==> src/core/pvdc_pkg.sv <==
// Constants for the second-stage loop oscillator and divider register slice.
package pvdc_pkg;
  // ----------------------------------------------------------------------
  // Register offsets
  // ----------------------------------------------------------------------
  localparam logic [15:0] ADDR_VCO_LOOP_CONTROL          = 16'h0203;
  localparam logic [15:0] ADDR_OSCILLATOR_OUTPUT_DIVIDER = 16'h0204;
  localparam logic [15:0] ADDR_LOOP_FILTER_SETTINGS      = 16'h0205;

  // ----------------------------------------------------------------------
  // Reset values
  // ----------------------------------------------------------------------
  localparam logic [7:0] RST_VCO_LOOP_CONTROL = 8'h00;
  localparam logic [7:0] RST_OUTPUT_DIVIDER   = 8'h00;
  localparam logic [7:0] RST_LOOP_FILTER      = 8'h00;

  // ----------------------------------------------------------------------
  // Field positions and writable masks
  // ----------------------------------------------------------------------
  localparam int BIT_REF_PATH_EN   = 4;
  localparam int BIT_CAL_DIV_RESET = 3;
  localparam int BIT_REF_VALID_OVR = 2;
  localparam int BIT_FORCE_MID     = 1;
  localparam int BIT_MANUAL_CAL    = 0;
  localparam int BIT_PFD_REF_EDGE  = 5;
  localparam int BIT_PFD_FB_EDGE   = 4;
  localparam int BIT_DIV_PD        = 3;
  localparam int DIV_SEL_MSB       = 2;
  localparam int POLE_MSB          = 7;
  localparam int POLE_LSB          = 6;
  localparam int ZERO_MSB          = 5;
  localparam int ZERO_LSB          = 3;
  localparam logic [7:0] MASK_VCO_LOOP_CONTROL = 8'h1f;
  localparam logic [7:0] MASK_OUTPUT_DIVIDER   = 8'h3f;
  localparam logic [7:0] MASK_LOOP_FILTER      = 8'hf8;

  // ----------------------------------------------------------------------
  // Divider select codes and ratios
  // ----------------------------------------------------------------------
  localparam logic [2:0] DIV_CODE_3 = 3'h3;
  localparam logic [2:0] DIV_CODE_4 = 3'h4;
  localparam logic [2:0] DIV_CODE_5 = 3'h5;
  localparam logic [2:0] DIV_RATIO_3 = 3'h3;
  localparam logic [2:0] DIV_RATIO_4 = 3'h4;
  localparam logic [2:0] DIV_RATIO_5 = 3'h5;

  // ----------------------------------------------------------------------
  // Resistor values in ohms
  // ----------------------------------------------------------------------
  localparam logic [11:0] POLE_OHM_0 = 12'h384;
  localparam logic [11:0] POLE_OHM_1 = 12'h1c2;
  localparam logic [11:0] POLE_OHM_2 = 12'h12c;
  localparam logic [11:0] POLE_OHM_3 = 12'h0e1;
  localparam logic [11:0] ZERO_OHM_0 = 12'hcb2;
  localparam logic [11:0] ZERO_OHM_1 = 12'habe;
  localparam logic [11:0] ZERO_OHM_2 = 12'h8ca;
  localparam logic [11:0] ZERO_OHM_3 = 12'h834;
endpackage

==> src/core/pvdc_regs.sv <==
// Oscillator control, output divider and loop filter register slice.
//
// Functional notes
// - Bit 4 enables doubler and input divider path.
// - Bit 3 holds calibration dividers in reset.
// - Bit 2 forces reference valid, else first loop.
// - Bit 1 forces tuning voltage to midscale.
// - Bit 0 starts calibration; software clears it.
// - Divider bit 3 powers down output divider.
// - Divider codes 011/100/101 divide by 3/4/5.
// - Calibration reset clears two-bit and six-bit words.
`timescale 1ns/1ps
`default_nettype none

module pvdc_regs
(
  input  wire logic        ref_clk,
  input  wire logic        arst_n,
  input  wire logic [15:0] reg_addr,
  input  wire logic [7:0]  reg_wdata,
  input  wire logic        reg_wr,
  input  wire logic        reg_rd,
  output var  logic [7:0]  reg_rdata,
  input  wire logic        first_stage_vco_ok,
  input  wire logic [1:0]  cal_a_word,
  input  wire logic [5:0]  cal_b_word,
  output var  logic        ref_path_en,
  output var  logic        cal_div_reset,
  output var  logic        ref_valid,
  output var  logic        vco_force_mid,
  output var  logic        cal_run,
  output var  logic        pfd_ref_falling,
  output var  logic        pfd_fb_falling,
  output var  logic        out_div_pd,
  output var  logic [2:0]  out_div_ratio,
  output var  logic        out_div_code_ok,
  output var  logic [11:0] second_pole_resistor,
  output var  logic [11:0] loop_zero_resistor,
  output var  logic [1:0]  cal_a_div,
  output var  logic [5:0]  cal_b_div
);

  // ----------------------------------------------------------------------
  // Decode helpers
  // ----------------------------------------------------------------------
  function automatic logic [11:0] pole_ohms(input logic [1:0] code);
    logic [11:0] v;
    v = pvdc_pkg::POLE_OHM_0;
    unique case (code)
      2'h0: v = pvdc_pkg::POLE_OHM_0;
      2'h1: v = pvdc_pkg::POLE_OHM_1;
      2'h2: v = pvdc_pkg::POLE_OHM_2;
      2'h3: v = pvdc_pkg::POLE_OHM_3;
    endcase
    return v;
  endfunction

  // Codes above 011 belong to the upper zero-resistor range, handled
  // elsewhere; this slice reports 0 ohms for them.
  function automatic logic [11:0] zero_ohms(input logic [2:0] code);
    logic [11:0] v;
    v = 12'h000;
    case (code)
      3'h0:    v = pvdc_pkg::ZERO_OHM_0;
      3'h1:    v = pvdc_pkg::ZERO_OHM_1;
      3'h2:    v = pvdc_pkg::ZERO_OHM_2;
      3'h3:    v = pvdc_pkg::ZERO_OHM_3;
      default: v = 12'h000;
    endcase
    return v;
  endfunction

  // ----------------------------------------------------------------------
  // Register file
  // ----------------------------------------------------------------------
  logic [7:0]  vco_loop_control_q;
  logic [7:0]  oscillator_output_divider_q;
  logic [7:0]  loop_filter_settings_q;
  logic [7:0]  rdata_q;
  logic [2:0]  ratio_q;
  logic        code_ok_q;
  logic [11:0] pole_q;
  logic [11:0] zero_q;
  logic        vco_ok_meta_q;
  logic        vco_ok_sync_q;
  logic        ref_valid_q;
  logic [1:0]  cal_a_q;
  logic [5:0]  cal_b_q;

  wire sel_vco  = (reg_addr == pvdc_pkg::ADDR_VCO_LOOP_CONTROL);
  wire sel_div  = (reg_addr == pvdc_pkg::ADDR_OSCILLATOR_OUTPUT_DIVIDER);
  wire sel_filt = (reg_addr == pvdc_pkg::ADDR_LOOP_FILTER_SETTINGS);
  wire wr_vco   = reg_wr && sel_vco;
  wire wr_div   = reg_wr && sel_div;
  wire wr_filt  = reg_wr && sel_filt;

  wire [2:0] div_sel = reg_wdata[pvdc_pkg::DIV_SEL_MSB:0];
  wire [1:0] pole_sel = reg_wdata[pvdc_pkg::POLE_MSB:pvdc_pkg::POLE_LSB];
  wire [2:0] zero_sel = reg_wdata[pvdc_pkg::ZERO_MSB:pvdc_pkg::ZERO_LSB];

  // Unsupported divider codes give ratio 0 and drop the ok flag.
  wire       div_ok_d    = (div_sel == pvdc_pkg::DIV_CODE_3) ||
                           (div_sel == pvdc_pkg::DIV_CODE_4) ||
                           (div_sel == pvdc_pkg::DIV_CODE_5);
  wire [2:0] div_ratio_d =
    (div_sel == pvdc_pkg::DIV_CODE_3) ? pvdc_pkg::DIV_RATIO_3 :
    (div_sel == pvdc_pkg::DIV_CODE_4) ? pvdc_pkg::DIV_RATIO_4 :
    (div_sel == pvdc_pkg::DIV_CODE_5) ? pvdc_pkg::DIV_RATIO_5 : 3'h0;

  wire [7:0] rdata_d =
    sel_vco  ? vco_loop_control_q          :
    sel_div  ? oscillator_output_divider_q :
    sel_filt ? loop_filter_settings_q      : 8'h00;

  // Reserved bits are masked on write so they always read back as zero.
  always_ff @(posedge ref_clk or negedge arst_n)
  begin
    if (!arst_n)
    begin
      vco_loop_control_q          <= pvdc_pkg::RST_VCO_LOOP_CONTROL;
      oscillator_output_divider_q <= pvdc_pkg::RST_OUTPUT_DIVIDER;
      loop_filter_settings_q      <= pvdc_pkg::RST_LOOP_FILTER;
      rdata_q                     <= 8'h00;
    end
    else
    begin
      if (wr_vco)
        vco_loop_control_q <= reg_wdata & pvdc_pkg::MASK_VCO_LOOP_CONTROL;
      if (wr_div)
        oscillator_output_divider_q <= reg_wdata & pvdc_pkg::MASK_OUTPUT_DIVIDER;
      if (wr_filt)
        loop_filter_settings_q <= reg_wdata & pvdc_pkg::MASK_LOOP_FILTER;
      if (reg_rd)
        rdata_q <= rdata_d;
    end
  end

  // Decoded values are captured with the write so they move in step with
  // the stored fields.
  always_ff @(posedge ref_clk or negedge arst_n)
  begin
    if (!arst_n)
    begin
      ratio_q   <= 3'h0;
      code_ok_q <= 1'b0;
      pole_q    <= pvdc_pkg::POLE_OHM_0;
      zero_q    <= pvdc_pkg::ZERO_OHM_0;
    end
    else
    begin
      if (wr_div)
      begin
        ratio_q   <= div_ratio_d;
        code_ok_q <= div_ok_d;
      end
      if (wr_filt)
      begin
        pole_q <= pole_ohms(pole_sel);
        zero_q <= zero_ohms(zero_sel);
      end
    end
  end

  // ----------------------------------------------------------------------
  // Reference valid and calibration dividers
  // ----------------------------------------------------------------------
  // The first loop's indicator comes from another block's timing, so it is
  // synchronised before use.
  wire ref_valid_d = vco_loop_control_q[pvdc_pkg::BIT_REF_VALID_OVR] ||
                     vco_ok_sync_q;
  wire cal_rst     = vco_loop_control_q[pvdc_pkg::BIT_CAL_DIV_RESET];

  always_ff @(posedge ref_clk or negedge arst_n)
  begin
    if (!arst_n)
    begin
      vco_ok_meta_q <= 1'b0;
      vco_ok_sync_q <= 1'b0;
      ref_valid_q   <= 1'b0;
      cal_a_q       <= 2'h0;
      cal_b_q       <= 6'h00;
    end
    else
    begin
      vco_ok_meta_q <= first_stage_vco_ok;
      vco_ok_sync_q <= vco_ok_meta_q;
      ref_valid_q   <= ref_valid_d;
      cal_a_q       <= cal_rst ? 2'h0 : cal_a_word;
      cal_b_q       <= cal_rst ? 6'h00 : cal_b_word;
    end
  end

  // ----------------------------------------------------------------------
  // Outputs
  // ----------------------------------------------------------------------
  assign reg_rdata            = rdata_q;
  assign ref_path_en          = vco_loop_control_q[pvdc_pkg::BIT_REF_PATH_EN];
  assign cal_div_reset        = cal_rst;
  assign ref_valid            = ref_valid_q;
  assign vco_force_mid        = vco_loop_control_q[pvdc_pkg::BIT_FORCE_MID];
  // Level, not a pulse: a second run needs a write of 0 first.
  assign cal_run              = vco_loop_control_q[pvdc_pkg::BIT_MANUAL_CAL];
  assign pfd_ref_falling      = oscillator_output_divider_q[pvdc_pkg::BIT_PFD_REF_EDGE];
  assign pfd_fb_falling       = oscillator_output_divider_q[pvdc_pkg::BIT_PFD_FB_EDGE];
  assign out_div_pd           = oscillator_output_divider_q[pvdc_pkg::BIT_DIV_PD];
  assign out_div_ratio        = ratio_q;
  assign out_div_code_ok      = code_ok_q;
  assign second_pole_resistor = pole_q;
  assign loop_zero_resistor   = zero_q;
  assign cal_a_div            = cal_a_q;
  assign cal_b_div            = cal_b_q;

  // ----------------------------------------------------------------------
  // Assertions
  // ----------------------------------------------------------------------
  property p_ref_path;
    @(posedge ref_clk) disable iff (!arst_n)
    wr_vco |=> (ref_path_en == $past(reg_wdata[4]));
  endproperty
  a_ref_path: assert property (p_ref_path) else $error("path enable wrong");

  property p_cal_div_reset;
    @(posedge ref_clk) disable iff (!arst_n)
    cal_div_reset |=> (cal_a_div == 2'h0) && (cal_b_div == 6'h00);
  endproperty
  a_cal_div_reset: assert property (p_cal_div_reset) else $error("cal dividers not held");

  property p_cal_words;
    @(posedge ref_clk) disable iff (!arst_n)
    !cal_div_reset |=> (cal_a_div == $past(cal_a_word)) && (cal_b_div == $past(cal_b_word));
  endproperty
  a_cal_words: assert property (p_cal_words) else $error("cal words not passed");

  property p_ref_valid_ovr;
    @(posedge ref_clk) disable iff (!arst_n)
    (wr_vco && reg_wdata[2]) |=> ##1 ref_valid;
  endproperty
  a_ref_valid_ovr: assert property (p_ref_valid_ovr) else $error("override ignored");

  property p_ref_valid_follow;
    @(posedge ref_clk) disable iff (!arst_n)
    (!vco_loop_control_q[2] && !first_stage_vco_ok)[*3] |=> !ref_valid;
  endproperty
  a_ref_valid_follow: assert property (p_ref_valid_follow) else $error("valid without source");

  property p_force_mid;
    @(posedge ref_clk) disable iff (!arst_n)
    wr_vco |=> (vco_force_mid == $past(reg_wdata[1]));
  endproperty
  a_force_mid: assert property (p_force_mid) else $error("midscale wrong");

  property p_cal_hold;
    @(posedge ref_clk) disable iff (!arst_n)
    (cal_run && !wr_vco) |=> cal_run;
  endproperty
  a_cal_hold: assert property (p_cal_hold) else $error("cal bit self-cleared");

  property p_div_pd;
    @(posedge ref_clk) disable iff (!arst_n)
    wr_div |=> (out_div_pd == $past(reg_wdata[3]));
  endproperty
  a_div_pd: assert property (p_div_pd) else $error("power-down wrong");

  property p_div_four;
    @(posedge ref_clk) disable iff (!arst_n)
    (wr_div && reg_wdata[2:0] == 3'h4) |=> (out_div_ratio == 3'h4) && out_div_code_ok;
  endproperty
  a_div_four: assert property (p_div_four) else $error("divide by 4 wrong");

  property p_pole;
    @(posedge ref_clk) disable iff (!arst_n)
    (wr_filt && reg_wdata[7:6] == 2'h1) |=> (second_pole_resistor == 12'h1c2);
  endproperty
  a_pole: assert property (p_pole) else $error("pole resistor wrong");

  property p_zero;
    @(posedge ref_clk) disable iff (!arst_n)
    (wr_filt && reg_wdata[5:3] == 3'h3) |=> (loop_zero_resistor == 12'h834);
  endproperty
  a_zero: assert property (p_zero) else $error("zero resistor wrong");

  c_cal_start: cover property (@(posedge ref_clk) disable iff (!arst_n)
    !cal_run ##1 cal_run);
  c_div_five: cover property (@(posedge ref_clk) disable iff (!arst_n)
    out_div_ratio == 3'h5);
  c_ovr_valid: cover property (@(posedge ref_clk) disable iff (!arst_n)
    vco_loop_control_q[2] && !vco_ok_sync_q && ref_valid);

endmodule

`default_nettype wire

==> config.mk <==
export PLATFORM = sky130hd
export DESIGN_NAME = pvdc_regs
export DESIGN_NICKNAME = d
export VERILOG_FILES = /design/src/core/pvdc_pkg.sv /design/src/core/pvdc_regs.sv
export SDC_FILE = /design/constraint.sdc
export NUM_CORES = 1
export LEC_CHECK = 0
export BUFFER_PORTS_ARGS = -buffer_cell sky130_fd_sc_hd__buf_2
export CAP_MARGIN = 20
export CORE_UTILIZATION = 35
export DETAILED_ROUTE_END_ITERATION = 8
export PLACE_DENSITY = 0.63
export RECOVER_POWER = 25
export REMOVE_ABC_BUFFERS = 1
export SYNTH_ARGS = -nofsm -noshare
export SYNTH_HDL_FRONTEND = slang
export SYNTH_SLANG_ARGS = --single-unit
==> constraint.sdc <==
create_clock -name ref_clk -period 0.84 [get_ports ref_clk]
set_input_delay 0.126 -clock ref_clk [delete_from_list [all_inputs] [get_ports ref_clk]]
set_output_delay 0.126 -clock ref_clk [all_outputs]
set_load 0.05 [all_outputs]
# Yosys cells after proc, flatten, opt, wreduce, memory -nomap -nowiden
# Cells that the tools add are included.
word_totals:
  wordCells: 43
  input_bits: 37
  output_inout_bits: 52
  reg_bits: 63
classes:
  n_eq_ne: 12
  n_mux: 10
  n_reduce_logical: 8
ops:
  columns: ["cell", "count"]
  rows:
  - ["$pmux W12 S4", 2]
  - ["$eq A16 B10 Y1 const B", 3]
  - ["$mux W8", 3]
  - ["$eq A3 B2 Y1 const B", 3]
  - ["$mux W3", 3]
  - ["$eq A3 B3 Y1 const B", 2]
  - ["$mux W6", 1]
  - ["$eq A2 B2 Y1 const B", 2]
  - ["$eq A3 B1 Y1 const B", 1]
  - ["$logic_and A1 B1 Y1", 3]
  - ["$logic_not A3 Y1", 1]
  - ["$logic_or A1 B1 Y1", 3]
  - ["$eq A2 B1 Y1 const B", 1]
  - ["$logic_not A2 Y1", 1]
  - ["$mux W2", 1]

# Depth between registers and ports, before layout
# Gate-level depths: netlist (run 1).
depth:
  word_depth: 4
  mapped_depth: 6
  ltp_nobuf: 4

# Worst setup path after synthesis (run 1)
# Ideal clock, no wire load.
synth_timing:
  kind: "input -> register"
  start: "in reg_addr[3]"
  end: "reg oscillator_output_divider_q[0]"
  setup_ns: 0.125
  n_path_buf: 2
  required_ns: 0.715
  t_arrival_ns: 1.412
  setup_slack_ns: -0.697
  stages: 6
  cell_sequence: "nor4_2 and4_1 buf_4 and4b_1 buf_6 mux2_2"
synth_via:
  elab_chain_len: 2
synth_lines:
  columns: ["element", "line", "text"]
  rows:
  - ["start: declaration", "pvdc_regs.sv:19", "input wire logic [15:0] reg_addr,"]
  - ["$eq A16 B10 Y1", "pvdc_regs.sv:91", "wire sel_div = (reg_addr == pvdc_pkg::ADDR_OSCILLATOR_OUTPUT_DIVIDER);"]
  - ["$logic_and A1 B1 Y1", "pvdc_regs.sv:94", "wire wr_div = reg_wr && sel_div;"]
  - ["end signal: assignment", "pvdc_regs.sv:121", "oscillator_output_divider_q <= pvdc_pkg::RST_OUTPUT_DIVIDER;"]
  - ["end signal: assignment", "pvdc_regs.sv:130", "oscillator_output_divider_q <= reg_wdata & pvdc_pkg::MASK_OUTPUT_DIVIDER;"]
  - ["end: declaration", "pvdc_regs.sv:77", "logic [7:0] oscillator_output_divider_q;"]
# Every way passes these cells.
# A chain may end at the register's enable or synchronous reset.

# Worst setup path in the final report (run 1)
layout_timing:
  start: "in reg_addr[9]"
  end: "reg rdata_q[2], in the netlist reg_rdata[2]"
layout_via:
  elab_chain_len: 3
  word_cells_on_any_way: 4
  classes_between: "2 x eq/ne; 2 x mux"
layout_lines:
  columns: ["element", "line", "text"]
  rows:
  - ["$eq A16 B10 Y1", "pvdc_regs.sv:91", null]
  - ["$mux W8", "pvdc_regs.sv:112", "sel_div ? oscillator_output_divider_q :"]
  - ["$mux W8 *", "pvdc_regs.sv:111", "sel_vco ? vco_loop_control_q :"]
  - ["end signal: assignment", "pvdc_regs.sv:134", "rdata_q <= rdata_d;"]
  - ["end: declaration", "pvdc_regs.sv:79", "logic [7:0] rdata_q;"]
# Every way passes the cells marked *; elsewhere a longest branch is shown, timed or not.

==> results.ini, run 1 <==
[power_and_ir_drop]
seqPwrFrac_pct=56.0
swShare_pct=25.5
power_frac_comb_pct=12.2
pwr_density_cell_nw_per_um2=1250
ir_worst_vdd_v=0.000805
leakage_uw=0.00194
clkPwrFrac_pct=31.8
p_int_uw=3640
power_switching_uw=1250

[grt]
grt_max_degree=28
grt_pass1_vias=1984
grt_usage_pct=16.9
grt_pass1_wl_mm=9.67
grt-ovfl-total=0
antenna_found_initial=0

[sta]
tns_ns=-25.71
final_max_slew_viol_count=0
fin_ws_ns=-0.465
grt_setup_unrepaired=yes
fin_crit_sh_pct=155
setup_viol=128
finClkSkew_ns=0.00881
worst_pin_slew_ns=0.540
holdWs_ns=0.0366
timing.fmax_mhz=766
finalHoldViolations=0
slew_headroom_pct=64.0
post-route-min-period_ns=1.31

[setup_path]
crit_top_cell=buf_6
critPathBufInv=4
required_ns=1.04
cp-start-kind=primary input
critPathMaxStageDelay_ns=0.34
worstPathArrival_ns=1.51
setup.worst_path.class=in2reg
worstPathMaxFanout=5
cp_slowest_cell=a221o_1
cp-end-kind=flip-flop
critical_path.cell_chain=buf_6 -> nor3b_4 -> and4_1 -> buf_6 -> buf_4 -> buf_6 -> and4b_2 -> a221o_1
path_delay_family=simple AND/OR/NAND/NOR gates

[logic_synthesis]
synth-async-reset-ratio_pct=100
synthDistinctLibCells=36
synth-seq-cells=56
postSynthCellCount=193
netlist_area_sq_um=2440
yosys_warnings=0
synth_top_area_share_pct=49.2
synth_ff_type=dfrtp_1
yosysMostFrequentCell=dfrtp_1
synth_top_area_cell=dfrtp_1
synth_edf_count=0
synth_common_cells=48 x dfrtp_1, 20 x o21ai_0, 15 x mux2_2
ys_top_cells_by_area=dfrtp_1 49%, dfstp_2 8.6%, mux2_2 6.9%
yosysSeqAreaShare_pct=57.8
syn_avg_cell_area_sq_um=12.6

[drt]
drtIter0Drc=40
via_per_inst=4.72
detail-route-antenna-nets=0
wl_mm=5.91
wire_per_inst_microns=14.8
drc=0
drtPass1Iterations=4
vias=1879

[placed_design]
io_buffers=83
place_hpwl_mm=3.92
globalplace.congestion=0.810

[clocking]
cts_buffers=5
path_clk_slew_ns=0.10
clk_latency_ns=0.30
cts.sink_count=56
ctsLongestPathBuffers=2
cts_tree=done
cts_root_buf=clkbuf_8
h-tree-depth=2

[finish]
layout-drive-gt1-share_pct=59.4
fin_nets=354
synthToLayoutAreaGrowth_pct=60.4
n_antenna_cell=0

[flow_run]
cap_violations=0

[floorplan]
io_pins=89
die_area_sq_um=7310
die_x_microns=85.5
rows=30
start_util_pct=36.1
coreArea_sq_um=6760
dieHeight_microns=85.5

[outcome]
violations=setup timing
status=finished, violations left

[min_path]
hold_path.class=in2reg

area by class of cell:
type	instances	area [sq um]
multi-input cells	117	1060
fillers	598	2840
clock inverters	2	13.8
flip-flops and latches	56	1410
inverters	6	22.5
repair buffers	131	1220
clock buffers	6	82.6
well taps	80	100
layer usage:
| metal | GRT usage (%) | up-vias | routed length (microns) |
|---|---|---|---|
| met5 | 0 | - | 0 |
| met4 | 4.55 | 0 | 23 |
| met3 | 4.14 | 2 | 277 |
| met2 | 28.4 | 50 | 3030 |
| met1 | 22.0 | 920 | 2580 |
| li1 | - | 907 | - |
state kept, by name (all words and copies together), names as in the netlist:
signal and cells:
loop_zero_resistor 8, oscillator_output_divider_q 6, out_div_ratio 3, second_pole_resistor 9
vco_loop_control_q 5, reg_rdata 8, cal_b_div 6, out_div_code_ok 1
vco_ok_meta_q 1, vco_ok_sync_q 1, loop_filter_settings_q 5, ref_valid 1
cal_a_div 2
cells by family (layout without fill, tap and decap cells):
logic type             after synthesis  count (layout)  share of synthesized area, %
AO/OA/AOI/OAI                       30              30                          7.38
multiplexers                        30              30                          14.9
other                                1               5                         0.154
flip-flops                          56              56                          57.8
buffers and inverters               24             145                          5.59
AND/OR/NAND/NOR                     50              50                          13.4
XOR/XNOR                             2               2                         0.718
layout by cell type (no fill, tap or decap), types with 2 or more instances in the layout:
| cell | count |
|---|---|
| buf_6 | 52 |
| dfrtp_1 | 48 |
| buf_2 | 31 |
| buf_4 | 30 |
| buf_8 | 13 |
| nor2b_1 | 12 |
| mux2_4 | 12 |
| o21ai_1 | 12 |
| mux2_2 | 12 |
| dfstp_2 | 8 |
| nand2b_1 | 7 |
| nand2_1 | 7 |
| inv_1 | 6 |
| clkbuf_8 | 6 |
| mux2i_1 | 5 |
| conb_1 | 5 |
| nor4_4 | 4 |
| o21ai_0 | 4 |
| o21ai_2 | 4 |
| a21o_1 | 3 |
| nand3_2 | 3 |
| a221o_1 | 3 |
| nor2_1 | 2 |
| a21oi_1 | 2 |
| o2bb2ai_1 | 2 |
| and4b_2 | 2 |
| dlygate4sd3_1 | 2 |
| buf_12 | 2 |
worst paths after layout:
path | start | end | slack [ns] | cells past startpoint
max | reg_addr[9] | reg_rdata[2] | -0.47 | 8
max reg2reg | oscillator_output_divider_q[5] | reg_rdata[5] | -0.31 | 4
min | cal_b_word[0] | cal_b_div[0] | 0.04 | 2
max in group asynchronous | arst_n | loop_zero_resistor[11] | -0.07 | 3
min in group asynchronous | arst_n | cal_a_div[1] | 0.30 | 2
min reg2reg | vco_ok_meta_q | vco_ok_sync_q | 0.37 | 0
stage by stage:
| stage | power, uW | util (%) | cell area [sq um] | worst slack (ns) | instances |
|---|---|---|---|---|---|
| 6_report | 4880 | 57.9 | 3920 | -0.465 | 398 |
| 5_1_grt | 5090 | 57.9 | 3920 | -0.491 | 398 |
| 4_1_cts | 4910 | 55.7 | 3760 | -0.442 | 394 |
| 3_5_place_dp | 3290 | 46.1 | 3120 | -0.819 | 373 |
| 3_3_place_gp | 3280 | 46.1 | 3120 | -0.791 | 373 |
| 2_1_floorplan | 2990 | - | 2340 | -0.877 | 179 |
power groups by stage:
stage	combinational (uW)	sequential (uW)	clock, uW
3_3_place_gp	501	2780	0
6_report	597	2730	1550
4_1_cts	569	2740	1610
2_1_floorplan	122	2860	0
5_1_grt	646	2740	1710
3_5_place_dp	508	2780	0
timing repair:
item | in CTS | in global routing
setup buffers | 11 | 4
cloned | 1 | 0
hold endpoints to repair | 49 | 0
setup endpoints to repair | 92 | 100
hold buffers | 2 | 0
pin swaps | 10 | 5
resized for setup | 134 | 36
(Power assumes the default switching activity.)
==> run 2, diff against run 1 <==
--- a/config.mk
+++ b/config.mk
@@ -5,8 +5,8 @@
 export SDC_FILE = /design/constraint.sdc
 export NUM_CORES = 1
 export LEC_CHECK = 0
+export ABC_CLOCK_PERIOD_IN_PS = 840
 export BUFFER_PORTS_ARGS = -buffer_cell sky130_fd_sc_hd__buf_2
-export CAP_MARGIN = 20
 export CORE_UTILIZATION = 35
 export DETAILED_ROUTE_END_ITERATION = 8
 export PLACE_DENSITY = 0.63
==> constraint.sdc (replaced) <==
create_clock -name ref_clk -period 0.84 [get_ports ref_clk]
set_input_delay 0 -clock ref_clk [delete_from_list [all_inputs] [get_ports ref_clk]]
set_output_delay 0 -clock ref_clk [all_outputs]
set_load 0.05 [all_outputs]
==> run 2 against run 1 <==
Effect of this change:
- the flow still finishes with violations (setup timing)
- setup slack better by 0.13 ns
- total power is 1.4% lower
- clock power is 6% lower
- critical path type unchanged
- largest cell class unchanged
- critical path depth is 1 lower
- die area stayed put
- register-to-register slack better by 0.13 ns
- combinational power is 4.5% higher
- cell area is 2.1% higher
- global-route usage is 0.96 points higher
- utilization is 1.2 points higher
==> results.ini, run 2 (synthesis results as in run 1) <==
[clocking]
cts_root_buf=clkbuf_8
ctsLongestPathBuffers=2  ; unchanged
cts_tree=done
path_clk_slew_ns=0.10  ; about the same
h-tree-depth=2  ; unchanged
cts.sink_count=56  ; unchanged
clk_latency_ns=0.31  ; about the same
cts_buffers=5  ; unchanged

[grt]
antenna_found_initial=0  ; unchanged
grt_pass1_wl_mm=10.1  ; +3.9%
grt_usage_pct=17.9  ; +0.96 points
grt-ovfl-total=0  ; unchanged
grt_max_degree=39  ; +39%
grt_pass1_vias=2024  ; +2.0%

[drt]
wire_per_inst_microns=15.7  ; +6.0%
wl_mm=6.37  ; +7.9%
via_per_inst=4.81  ; +1.9%
drtIter0Drc=59  ; +48%
drtPass1Iterations=4  ; unchanged
vias=1949  ; +3.7%
drc=0  ; unchanged
detail-route-antenna-nets=0  ; unchanged

[placed_design]
globalplace.congestion=0.814  ; +0.41%
io_buffers=83  ; unchanged
place_hpwl_mm=3.83  ; -2.3%

[min_path]
hold_path.class=in2reg
holdCritStartpoint=reg_wdata[6]
whs_endpoint=second_pole_resistor[6]
hold_depth=2  ; unchanged

[sta]
holdWs_ns=0.0112  ; -0.0254 ns
finalHoldViolations=0  ; unchanged
setup_viol=90  ; -30%
grt_setup_unrepaired=yes
timing.fmax_mhz=855  ; +12%
post-route-min-period_ns=1.17  ; -0.135 ns
fin_ws_ns=-0.330  ; +0.135 ns
worst_pin_slew_ns=0.534  ; -0.00585 ns
finClkSkew_ns=0.00553  ; -0.00328 ns
final_max_slew_viol_count=0  ; unchanged
fin_crit_sh_pct=139  ; -16 points
slew_headroom_pct=64.4  ; +0.39 points

[power_and_ir_drop]
pwr_density_cell_nw_per_um2=1200  ; -3.5%
leakage_uw=0.00197  ; +1.6%
ir_worst_vdd_v=0.000958  ; +19%

[floorplan]
die_x_microns=85.5  ; unchanged
io_pins=89  ; unchanged
die_area_sq_um=7310  ; unchanged
start_util_pct=36.1  ; unchanged
rows=30  ; unchanged
coreArea_sq_um=6760  ; unchanged
dieHeight_microns=85.5  ; unchanged

[outcome]
violations=setup timing
status=finished, violations left

[setup_path]
cp-start-kind=primary input
worstPathArrival_ns=1.37  ; -0.14 ns
setup.worst_path.class=in2reg
cp-end-kind=flip-flop
worstPathMaxFanout=6  ; +1
reg2regPathDepth=3  ; -1
timing.rr.start=oscillator_output_divider_q[5]
regToRegEndpoint=reg_rdata[5]
r2r_slack_ns=-0.18  ; +0.13 ns
required_ns=1.04  ; about the same

[finish]
fin_nets=362  ; +2.3%
synthToLayoutAreaGrowth_pct=63.7
n_antenna_cell=0  ; unchanged
post-route-util_pct=59.1  ; +1.2 points
largest_reg_flops=9  ; unchanged
layout_common_cells=47 x dfrtp_1, 47 x buf_6, 33 x buf_2
fillers=554  ; -7.4%
layout-drive-gt1-share_pct=54.2  ; -5.3 points

[flow_run]
cap_violations=0  ; unchanged

-- run 2: power breakdown --
part,total [uW],switching (uW),leakage (uW),internal [uW]
Sequential,2740,12.1,0.000710,2720
Clock,1450,886,0.0000400,568
Combinational,624,358,0.00122,265
Total,4810,1260,0.00197,3560
-- run 2: repair_timing --
action,in CTS,in global routing
setup endpoints to repair,92,96
hold buffers,19,0
cloned,2,2
gates resized for setup,139,24
hold endpoints to repair,67,0
buffers inserted,6,4
pin swaps,14,12
-- run 2: worst max path at each step --
| stage | startpoint | endpoint | slack, ns |
|---|---|---|---|
| final | reg_addr[5] | loop_filter_settings_q[5] | -0.33 |
| after floorplan | reg_addr[3] | oscillator_output_divider_q[0] | -0.75 |
| after CTS | reg_addr[7] | loop_filter_settings_q[5] | -0.34 |
| after global routing | reg_addr[5] | loop_filter_settings_q[5] | -0.38 |
| after detailed placement | reg_addr[3] | oscillator_output_divider_q[0] | -0.73 |
| after global placement | reg_addr[3] | out_div_code_ok | -0.68 |
-- run 2: final cells by class --
class,instances,area (sq um),area share [%]
Sequential cell,56,1410,35.3
Inverter,6,22.5,0.564
Tap cell,80,100,2.50
Timing Repair Buffer,139,1360,34.1
Multi-Input combinational cell,117,1020,25.4
Clock inverter,2,12.5,0.313
Clock buffer,5,68.8,1.72
-- run 2: worst max-delay path, cell delays in order --
cell and delay, ns:
buf_6 0.09, nor4_4 0.28, and4_4 0.27, buf_6 0.10
nand4_4 0.13, buf_12 0.20, mux2_4 0.29
-- run 2: through the flow --
stage | power (uW) | cell area, sq um | setup TNS, ns | cells | setup WS (ns)
global placement | 3270 | 3090 | -24.85 | 369 | -0.679
floorplan | 2990 | 2340 | -23.11 | 179 | -0.751
CTS | 4850 | 3930 | -16.12 | 403 | -0.341
global route | 5020 | 4000 | -19.88 | 405 | -0.383
detailed placement | 3280 | 3090 | -26.82 | 369 | -0.727
finish | 4810 | 4000 | -13.96 | 405 | -0.330
-- run 2: per-layer routing --
layer	vias up	routed length (microns)	part of all wire, %	GRT usage (%)
li1	922	-	-	-
met1	960	2820	44	23.4
met2	57	3130	49	29.2
met3	10	316	5.0	3.75
met4	0	95	1.5	6.67
met5	-	0	0	0
